--- config.mk ---
export PLATFORM = sky130hd
export DESIGN_NAME = fuse_trigger_lowpower_threshold_regs
export DESIGN_NICKNAME = d
export VERILOG_FILES = /design/src/fuse_lp_pkg.sv /design/src/lowpower_compare.sv /design/src/fuse_trigger_lowpower_threshold_regs.sv
export VERILOG_INCLUDE_DIRS = /design/src
export SDC_FILE = /design/constraint.sdc
export NUM_CORES = 1
export LEC_CHECK = 0
export BUFFER_PORTS_ARGS = -buffer_cell sky130_fd_sc_hd__buf_2
export CAP_MARGIN = 15
export CORE_MARGIN = 2
export CORE_UTILIZATION = 49
export CTS_BUF_LIST = sky130_fd_sc_hd__clkbuf_4
export CTS_CLUSTER_SIZE = 10
export DETAILED_ROUTE_END_ITERATION = 7
export GPL_TIMING_DRIVEN = 0
export PLACE_DENSITY = 0.83
export SLEW_MARGIN = 20
export SYNTH_ARGS = -nofsm -noshare
export SYNTH_HDL_FRONTEND = slang
export SYNTH_SLANG_ARGS = --single-unit
--- constraint.sdc ---
create_clock -name clock -period 2.4 [get_ports clock]
set_clock_uncertainty 0.15 [all_clocks]
set_input_delay 0.72 -clock clock [delete_from_list [all_inputs] [get_ports clock]]
set_output_delay 0.72 -clock clock [all_outputs]
set_load 0.1 [all_outputs]
--- src/fuse_lp_regs.svh ---
// Register offsets, field positions, reset values and codes for the bank.
`ifndef FUSE_LP_REGS_SVH
`define FUSE_LP_REGS_SVH

// ============================================================
// Register offsets (word addresses on the serial register link)
`define FUSE_TRIGGER_OFFSET      7'h53
`define RESERVED_ZERO_OFFSET     7'h54
`define LOWPOWER_THRESH_OFFSET   7'h55
`define REG_DRIVE_CTL_OFFSET     7'h56

// ============================================================
// Field positions
`define FUSE_CODE_MSB            7
`define FUSE_CODE_LSB            0
`define THRESH_MSB               14
`define THRESH_LSB               0
`define GAIN_MSB                 9
`define GAIN_LSB                 7
`define TEMPCO_MSB               6
`define TEMPCO_LSB               4
`define SUPPLYCO_MSB             3
`define SUPPLYCO_LSB             1
`define CTL_RSVD_HI_BIT          10
`define CTL_RSVD_LO_BIT          0

// ============================================================
// Codes and reset values
`define FUSE_TRIGGER_CODE        8'hfb
`define FUSE_TRIGGER_RESET       8'h00
`define RESERVED_ZERO_RESET      16'h0000
`define LOWPOWER_THRESH_RESET    15'h0000
`define SELECT_FIELD_RESET       3'h0

`endif

--- src/fuse_lp_pkg.sv ---
// Types shared by the fuse trigger and low-power threshold bank.
package fuse_lp_pkg;

  // Selects which register a link access addresses.
  typedef enum logic [2:0] {
    sel_none,
    sel_fuse,
    sel_reserved,
    sel_thresh,
    sel_drive
  } reg_select_type;

  // Fast current converter result and low-power threshold.
  typedef logic [14:0] current_code_type;

endpackage

--- src/lowpower_compare.sv ---
// Registered compare of the fast current result against the threshold.
`timescale 1ns/100ps
`include "fuse_lp_regs.svh"

module lowpower_compare
  import fuse_lp_pkg::*;
(
  // Clock and reset
  input  wire logic             clock,
  input  wire logic             rst_b,
  // Compare inputs
  input  wire current_code_type threshold,
  input  wire current_code_type fast_current_converter,
  input  wire logic             fast_current_valid,
  // Result
  output logic                  lowpower_entry_request
);

  logic below_d;
  logic below_q;

  // A new result below the threshold asks for low power; a zero
  // threshold never does, since no code can be below it.
  always_comb begin
    below_d = below_q;
    if (fast_current_valid) begin
      below_d = (fast_current_converter < threshold);
    end
  end

  always_ff @(posedge clock or negedge rst_b) begin
    if (!rst_b) begin
      below_q <= 1'b0;
    end else begin
      below_q <= below_d;
    end
  end

  assign lowpower_entry_request = below_q;

endmodule

--- src/fuse_trigger_lowpower_threshold_regs.sv ---
// Fuse trigger, reserved word, low-power threshold and drive control.
`timescale 1ns/100ps
`include "fuse_lp_regs.svh"

module fuse_trigger_lowpower_threshold_regs
  import fuse_lp_pkg::*;
(
  // Clock and reset
  input  wire logic             clock,
  input  wire logic             rst_b,
  // Register access from the serial link decoder
  input  wire logic [6:0]       reg_addr,
  input  wire logic             reg_write,
  input  wire logic             reg_read,
  input  wire logic [15:0]      reg_wdata,
  output logic      [15:0]      reg_rdata,
  output logic                  reg_hit,
  // Fast current converter
  input  wire current_code_type fast_current_converter,
  input  wire logic             fast_current_valid,
  // Fault algorithm status, deliberately not used by the fuse path
  input  wire logic             fault_detected,
  // Outputs to the analog and mode logic
  output logic                  fuse_blow_pulse,
  output logic                  lowpower_entry_request,
  output current_code_type      lowpower_entry_threshold,
  output logic      [2:0]       base_drive_gain_select,
  output logic      [2:0]       temperature_coefficient_select,
  output logic      [2:0]       supply_coefficient_select,
  output logic                  reserved_word_nonzero
);

  // ============================================================
  // Address decode
  reg_select_type sel;

  // Decode the word address into a register select. Any address outside
  // the four words of this slice selects nothing, so a write there is
  // dropped and a read there returns zero.
  always_comb begin
    case (reg_addr)
      `FUSE_TRIGGER_OFFSET:    sel = sel_fuse;
      `RESERVED_ZERO_OFFSET:   sel = sel_reserved;
      `LOWPOWER_THRESH_OFFSET: sel = sel_thresh;
      `REG_DRIVE_CTL_OFFSET:   sel = sel_drive;
      default:                 sel = sel_none;
    endcase
  end

  // Tells the link decoder that this slice owns the address. It is
  // combinational so that the decoder can steer the answer in the same
  // cycle; it carries no state and needs no reset.
  assign reg_hit = (sel != sel_none);

  // ============================================================
  // Register state
  //
  // Fuse trigger word: bits 7 to 0 hold the last code written; bits 15
  // to 8 are not stored and read as zero. Only the trigger code starts
  // a blow, and the blow itself is a one-cycle pulse to the fuse driver.
  //
  // Reserved word: all 16 bits are stored and read back. The host keeps
  // it zero; a nonzero value only raises a status level and changes no
  // behaviour here.
  //
  // Threshold word: bits 14 to 0 hold the low-power entry threshold in
  // linear steps of sense voltage, so the full code stands for the top
  // of the converter range. Bit 15 is not stored and reads zero.
  //
  // Drive control word: three 3-bit selects at bits 9 to 7, 6 to 4 and
  // 3 to 1. Bits 10 and 0 are reserved but stored and read back, so a
  // host that reads, modifies and writes the word keeps what it found.
  // Bits 15 to 11 are not stored and read as zero.
  logic [7:0]       fuse_code_q, fuse_code_d;
  logic             fuse_pulse_q, fuse_pulse_d;
  logic [15:0]      reserved_q, reserved_d;
  current_code_type thresh_q, thresh_d;
  logic [2:0]       gain_q, gain_d;
  logic [2:0]       tempco_q, tempco_d;
  logic [2:0]       supplyco_q, supplyco_d;
  logic             ctl_rsvd_hi_q, ctl_rsvd_hi_d;
  logic             ctl_rsvd_lo_q, ctl_rsvd_lo_d;
  logic [15:0]      rdata_q, rdata_d;

  // Next values for every register but the read data. The fuse pulse depends only on
  // the written code, so a fault flag can neither block nor cause it.
  // A write to an unmapped address falls to the default and changes
  // nothing.
  always_comb begin
    fuse_code_d   = fuse_code_q;
    fuse_pulse_d  = 1'b0;
    reserved_d    = reserved_q;
    thresh_d      = thresh_q;
    gain_d        = gain_q;
    tempco_d      = tempco_q;
    supplyco_d    = supplyco_q;
    ctl_rsvd_hi_d = ctl_rsvd_hi_q;
    ctl_rsvd_lo_d = ctl_rsvd_lo_q;
    if (reg_write) begin
      case (sel)
        sel_fuse: begin
          // The whole low byte is kept so that a read shows what the host
          // last sent, trigger code or not.
          fuse_code_d = reg_wdata[`FUSE_CODE_MSB:`FUSE_CODE_LSB];
          fuse_pulse_d = (reg_wdata[`FUSE_CODE_MSB:`FUSE_CODE_LSB]
                          == `FUSE_TRIGGER_CODE);
        end
        sel_reserved: begin
          // Stored as written; host is expected to keep it zero.
          reserved_d = reg_wdata;
        end
        sel_thresh: begin
          // Bit 15 of the written word is dropped here.
          thresh_d = reg_wdata[`THRESH_MSB:`THRESH_LSB];
        end
        sel_drive: begin
          // Reserved bits 10 and 0 are kept as written.
          gain_d        = reg_wdata[`GAIN_MSB:`GAIN_LSB];
          tempco_d      = reg_wdata[`TEMPCO_MSB:`TEMPCO_LSB];
          supplyco_d    = reg_wdata[`SUPPLYCO_MSB:`SUPPLYCO_LSB];
          ctl_rsvd_hi_d = reg_wdata[`CTL_RSVD_HI_BIT];
          ctl_rsvd_lo_d = reg_wdata[`CTL_RSVD_LO_BIT];
        end
        default: begin
          fuse_pulse_d = 1'b0;
        end
      endcase
    end
  end

  // Read data is registered; unused upper bits read as zero.
  // A read and a write in the same cycle return the old contents,
  // because the read mux looks at the registers, not at their next
  // values. The word then stands until the next read strobe, which
  // lets a slow link shift it out at its own pace.
  always_comb begin
    rdata_d = rdata_q;
    if (reg_read) begin
      case (sel)
        sel_fuse:     rdata_d = {8'h00, fuse_code_q};
        sel_reserved: rdata_d = reserved_q;
        sel_thresh:   rdata_d = {1'b0, thresh_q};
        sel_drive:    rdata_d = {5'h00, ctl_rsvd_hi_q, gain_q, tempco_q,
                                 supplyco_q, ctl_rsvd_lo_q};
        default:      rdata_d = 16'h0000;
      endcase
    end
  end

  // Register every field on each edge. All reset values are constants,
  // so the whole slice comes out of reset reading zero.
  always_ff @(posedge clock or negedge rst_b) begin
    if (!rst_b) begin
      fuse_code_q   <= `FUSE_TRIGGER_RESET;
      fuse_pulse_q  <= 1'b0;
      reserved_q    <= `RESERVED_ZERO_RESET;
      thresh_q      <= `LOWPOWER_THRESH_RESET;
      gain_q        <= `SELECT_FIELD_RESET;
      tempco_q      <= `SELECT_FIELD_RESET;
      supplyco_q    <= `SELECT_FIELD_RESET;
      ctl_rsvd_hi_q <= 1'b0;
      ctl_rsvd_lo_q <= 1'b0;
      rdata_q       <= 16'h0000;
    end else begin
      fuse_code_q   <= fuse_code_d;
      fuse_pulse_q  <= fuse_pulse_d;
      reserved_q    <= reserved_d;
      thresh_q      <= thresh_d;
      gain_q        <= gain_d;
      tempco_q      <= tempco_d;
      supplyco_q    <= supplyco_d;
      ctl_rsvd_hi_q <= ctl_rsvd_hi_d;
      ctl_rsvd_lo_q <= ctl_rsvd_lo_d;
      rdata_q       <= rdata_d;
    end
  end

  // ============================================================
  // Outputs
  // All but reg_hit and the reserved flag come straight from flip-flops; that flag
  // compares stored bits only, so it moves only after a clock edge.
  assign reg_rdata                      = rdata_q;
  assign fuse_blow_pulse                = fuse_pulse_q;
  assign lowpower_entry_threshold       = thresh_q;
  assign base_drive_gain_select         = gain_q;
  assign temperature_coefficient_select = tempco_q;
  assign supply_coefficient_select      = supplyco_q;
  // Flags a host that broke the zero-only convention.
  assign reserved_word_nonzero          = (reserved_q != 16'h0000);

  // Unused on purpose: the host fuse command overrides fault state.
  // The input stays on the port list so that the integration shows
  // plainly that the fuse path was meant to be independent of it.
  logic unused_fault;
  assign unused_fault = fault_detected;

  // ============================================================
  // Low-power entry compare
  // The compare runs on the stored threshold, so a threshold write takes
  // effect from the next converter result on. The request is a level
  // for the mode logic; leaving low power again is that logic's job.
  // The compare keeps its own result flip-flop, so this module adds no
  // further delay on the request path.
  lowpower_compare u_compare (
    .clock                  (clock),
    .rst_b                  (rst_b),
    .threshold              (thresh_q),
    .fast_current_converter (fast_current_converter),
    .fast_current_valid     (fast_current_valid),
    .lowpower_entry_request (lowpower_entry_request)
  );

endmodule

## Word-level counts from Yosys, hierarchy flattened

Cells that the tools add are included.

- Add/sub/neg operators: 0
- $mul: 0
- Divide/modulo/power cells: 0
- $lt $le $gt $ge: 1
- Equal/unequal tests: 9
- Shifts and indexed selects: 0
- Mux-type cells: 4
- Bitwise gates (word level): 0
- Reductions and logical operators: 6

Operators with widths:

| operator | count |
|---|---|
| 16-bit one-hot mux with 4 select lines | 1 |
| 7-bit == test (second input constant) | 4 |
| 16-bit nonzero test | 1 |
| 15-bit less-than comparator | 1 |
| 3-bit one-hot mux with 4 select lines | 1 |
| 8-bit == test (second input constant) | 1 |
| 2-bit AND reduction | 4 |
| 3-bit by 2-bit == test with 1-bit output (second input constant) | 2 |
| 3-bit by 1-bit == test with 1-bit output (second input constant) | 1 |
| 3-bit == test (second input constant) | 1 |
| 3-bit nonzero test | 1 |
| 1-bit 2-to-1 mux | 2 |

- Bits in registers: 68
- Latch bits: 0
- RAM bits: 0
- Memory bits (read-only): 0
- Input port bits: 44
- Output and inout bits: 44
- Word-level logic and storage cells: 31
- Memories: 0

## Longest topological paths before layout

- Depth after elaboration: 5
- Gate-level depth with buffers: 6
- Depth with buffers taken out: 6

## By module

From an unflattened synthesis, not the netlist that was laid out.

- Cells, all modules: 286
- Area, all modules: 3,569.7 µm²

Modules (own cells, without submodules):

| module | times used | cells an instance | area each (µm²) | seq. area each (µm²) |
|---|---|---|---|---|
| fuse_trigger_lowpower_threshold_regs | 1 | 234 | 3,170.5 | 1,676.6 |
| lowpower_compare | 1 | 52 | 399.1 | 25.0 |

## Worst setup path before layout

OpenSTA, ideal clock, no wires.

- Kind: in2out
- Start point: input reg_addr[0]
- End point: output reg_hit
- Arrival time: 2,788 ps
- Required time: 1,530 ps
- Setup slack: -1,258 ps
- Cell stages on the path: 5
- Path buffers: 2
- Cell sequence: buf_2 buf_1 nand2_1 xnor2_1 nor2_1

- Word-level cells in the longest chain between the ends: 3
- Elaborated cells on any way between the ends: 6
- Classes of those cells: 4 x eq/ne; 1 x mux; 1 x reduce/logical

RTL lines:

| element | line | source |
|---|---|---|
| start, declared | fuse_trigger_lowpower_threshold_regs.sv:12 | `input wire logic [6:0] reg_addr,` |
| 7-bit == test | fuse_trigger_lowpower_threshold_regs.sv:41 | `case (reg_addr)` |
| 3-bit one-hot mux with 4 select lines (*) | fuse_trigger_lowpower_threshold_regs.sv:41 |  |
| 3-bit nonzero test (*) | fuse_trigger_lowpower_threshold_regs.sv:53 | `assign reg_hit = (sel != sel_none);` |
| end, declared | fuse_trigger_lowpower_threshold_regs.sv:17 | `output logic reg_hit,` |

Every way passes the cells marked *; elsewhere a longest branch is shown, timed or not.

## Final worst setup path

- Start point: register reserved_q[1]
- End point: output reserved_word_nonzero

- Word-level cells in the longest chain between the ends: 1

RTL lines:

| element | line | source |
|---|---|---|
| start, declared | fuse_trigger_lowpower_threshold_regs.sv:76 | `logic [15:0] reserved_q, reserved_d;` |
| start signal, assigned | fuse_trigger_lowpower_threshold_regs.sv:156 | `` reserved_q <= `RESERVED_ZERO_RESET; `` |
| start signal, assigned | fuse_trigger_lowpower_threshold_regs.sv:167 | `reserved_q <= reserved_d;` |
| 16-bit nonzero test | fuse_trigger_lowpower_threshold_regs.sv:189 | `assign reserved_word_nonzero = (reserved_q != 16'h0000);` |
| end, declared | fuse_trigger_lowpower_threshold_regs.sv:30 | `output logic reserved_word_nonzero` |

No other way between the ends.

==> impl_results.md <==
* Most common cell in the synthesized netlist: dfrtp_1
* Core footprint at 6760 µm²
* Wire length on met2 at 4150 µm
* WL met1 at 3490 µm
* Initial cell density of the core at 0.504
* Number of failing hold endpoints at the final stage at 0
* Total power density per cell area at 688 nW/µm²
* Synthesized area at 3400 µm²
* Sort of element at the start of the critical path: register
* TritonCTS clock tree: built
* Number of antenna violations at the first check in global routing at 0
* Vias per cell at 5.55
* Share of flip-flops with an asynchronous set or reset after synthesis at 1.00
* Clock net sink count at 68
* Post-placement cell count at 442
* Core utilization of the finished layout at 0.631
* Total length of routed met3 wires at 467 µm
* Portion of synthesized cell area occupied by the leading cell type at 0.500
* Final instance area at 4260 µm²
* NumNets Final at 438
* Skew-Pair Late Insertion Delay at 430 ps
* Actual transition at the worst max-transition pin at 699 ps
* Min setup slack post-route at -55.0 ps
* Final-layout worst hold slack at 331 ps
* Instance count of the mapped netlist at 277
* Die Ht at 87.3 µm
* Wire length of the first global-routing pass at 13300 µm
* Yosys cell types at 39
* Max transition margin at 0.532
* Commonest register cell after synthesis: dfrtp_1
* Number of synthesized register bits at 68
* Max-cap violations at 0
* Clock buffer count from CTS at 9
* Arrival time at the worst endpoint at 1580 ps
* Htree depth at 3
* Unrepaired setup endpoints after global routing: true
* Critical path start-end classification: register to primary output
* Path depth of the worst reg2reg path at 5
* DP Wirelength at 6210 µm
* Number of I/O pins at 88
* Synth warn at 0
* Run status: complete, but fails checks
* Kind of end point of the critical path: primary output
* Pin count of the biggest net entering global routing at 53
* Largest fanout on the critical path at 2
* Average wire per cell in the routed design at 17.7 µm
* Final critical path time including I/O delays and setup at 2450 ps
* Post-Syn Area per Cell at 12.3 µm²
* Area Growth Syn to Fin at 25.3%
* Max IR drop VDD at 333 µV
* Horizontal extent of the die at 87.3 µm
* Placer Congestion at 0.849
* Aggregate negative setup slack at -55.0 ps
* Class of the tightest hold or removal check: register to register
* Number of nets with antenna violations after detailed routing at 0
* Number of buffers added on ports at 84
* Number of global-route vias before repair at 2654
* Portion of the post-synthesis area used by sequential elements at 0.500
* Share of final-layout standard cells stronger than drive strength 1 at 0.455
* Area after detailed placement at 3990 µm²
* Final non-filler cell total at 465
* Pre-Repair DR Iteration Count at 4
* Fin. max-slew vios at 0
* Aggregate global routing overflow at 0
* Number of diodes at 0
* Clock Tree Buf Depth at 2
* Number of nets produced by synthesis at 335
* Violations in the final reports: negative setup slack
* Peak clock frequency supported by timing at 0.407 GHz
* Data required, critical path at 1530 ps
* Period Utilization, post-route at 1.02
* Top layer used by detailed routing: met4
* Post-synth top cells: dfrtp_1, mux2_2, inv_1
* All-Layer GR Usage at 0.230
* Most area-consuming cells after synthesis: dfrtp_1, mux2_2, ha_1
* DRC Markers at 0
* Cell leakage power at 0.00217 µW
* Row count at 30
* Die Area at 7630 µm²
* EDFF count, synth at 0
* CTS root buf: clkbuf_4
* Total of endpoints with negative setup slack in the final report at 1
* DRT Wirelength at 8240 µm
* Number of violations reported at the end of detailed-routing iteration 0 at 130
* Number of vias in the routed layout at 2580
* Clock-pin slew of the registers on the worst-case setup and hold paths at 110 ps
* Biggest area consumer among synthesized cells: dfrtp_1
* Hold Path Depth at 1
==> final cells by class <==
type / instances / area [µm²]
multi-input combinational: 169 / 1580
tap: 80 / 100
buffer: 13 / 88.8
fill: 532 / 2490
sequential: 68 / 1700
clock buffer: 10 / 75.1
timing repair buffer: 93 / 541
clock inverter: 6 / 78.8
inverter: 26 / 97.6
==> path summary, 6_finish.rpt <==
check | from | endpoint | slack, ps
worst min register to register | reg_rdata[2] | reg_rdata[2] | 330
worst max-delay path | reserved_q[1] | reserved_word_nonzero | -50
worst max register to register | lowpower_entry_threshold[4] | u_compare.lowpower_entry_request | 660
min in group asynchronous | rst_b | reg_rdata[5] | 550
max in group asynchronous | rst_b | ctl_rsvd_hi_q | 1020
worst min-delay path | reg_rdata[2] | reg_rdata[2] | 330
==> report_power, final <==
| group | switching (µW) | total (µW) | leakage (µW) | internal [µW] |
|---|---|---|---|---|
| sequential | 71.2 | 1300 | 0.000919 | 1230 |
| combinational | 574 | 813 | 0.00117 | 239 |
| clock | 398 | 822 | 0.0000791 | 424 |
==> cells in the final DEF, fill, tap and decap left out, types with 2 or more instances in the layout <==
cell       count
buf_2         80
dfrtp_1       68
mux2_2        44
inv_1         26
ha_1          14
clkbuf_4      11
mux2i_1       11
mux2_4        10
nand2_1        9
o21a_1         9
buf_4          9
o22ai_1        8
a22oi_1        8
o221ai_1       8
clkbuf_1       7
a21oi_1        7
nor2_1         6
nand4_1        4
nor2b_1        4
nor4_2         3
o21ai_0        3
clkinv_1       3
buf_12         2
buf_8          2
a31oi_1        2
bufinv_16      2
==> layer usage <==
metal | global-route usage | up-vias
met4 | 0.0895 | 0
li1 | - | 1209
met5 | 0 | -
met1 | 0.294 | 1283
met3 | 0.0559 | 12
met2 | 0.377 | 76
==> flip-flops by register name, summed over array words and instances (netlist names), 3 cells and up <==
name and flops:
reg_rdata 16, reserved_q 16, lowpower_entry_threshold 15, fuse_code_q 8, base_drive_gain_select 3, supply_coefficient_select 3
temperature_coefficient_select 3
==> cells by family after synthesis <==
logic type,synth area share
buffers and inverters,0.0504
muxes,0.222
and+or+nand+nor,0.0724
xor gates and xnor gates,0.00257
adders and majority gates,0.0515
DFF,0.500
AOI/OAI and AO/OA,0.101
==> critical path, stage by stage, from the launching register on <==
cell and delay (ps):
dfrtp_1 430, nor4_4 320, nand4_1 190, buf_8 230
==> through the flow <==
step | power (µW) | setup WS [ps]
2_1_floorplan | 1880 | -165
3_3_place_gp | 2060 | -431
3_5_place_dp | 2090 | -468
4_1_cts | 2930 | -31.8
5_1_grt | 3050 | -129
6_report | 2930 | -55.0
==> timing repair <==
action | 4_1_cts | 5_1_grt
hold endpoints to repair | 0 | 11
resized for setup | 13 | 5
buffers inserted | 7 | 0
setup endpoints to repair | 2 | 2
pin swaps | 4 | 3
hold buffers | 0 | 1
(Power assumes the default switching activity.)
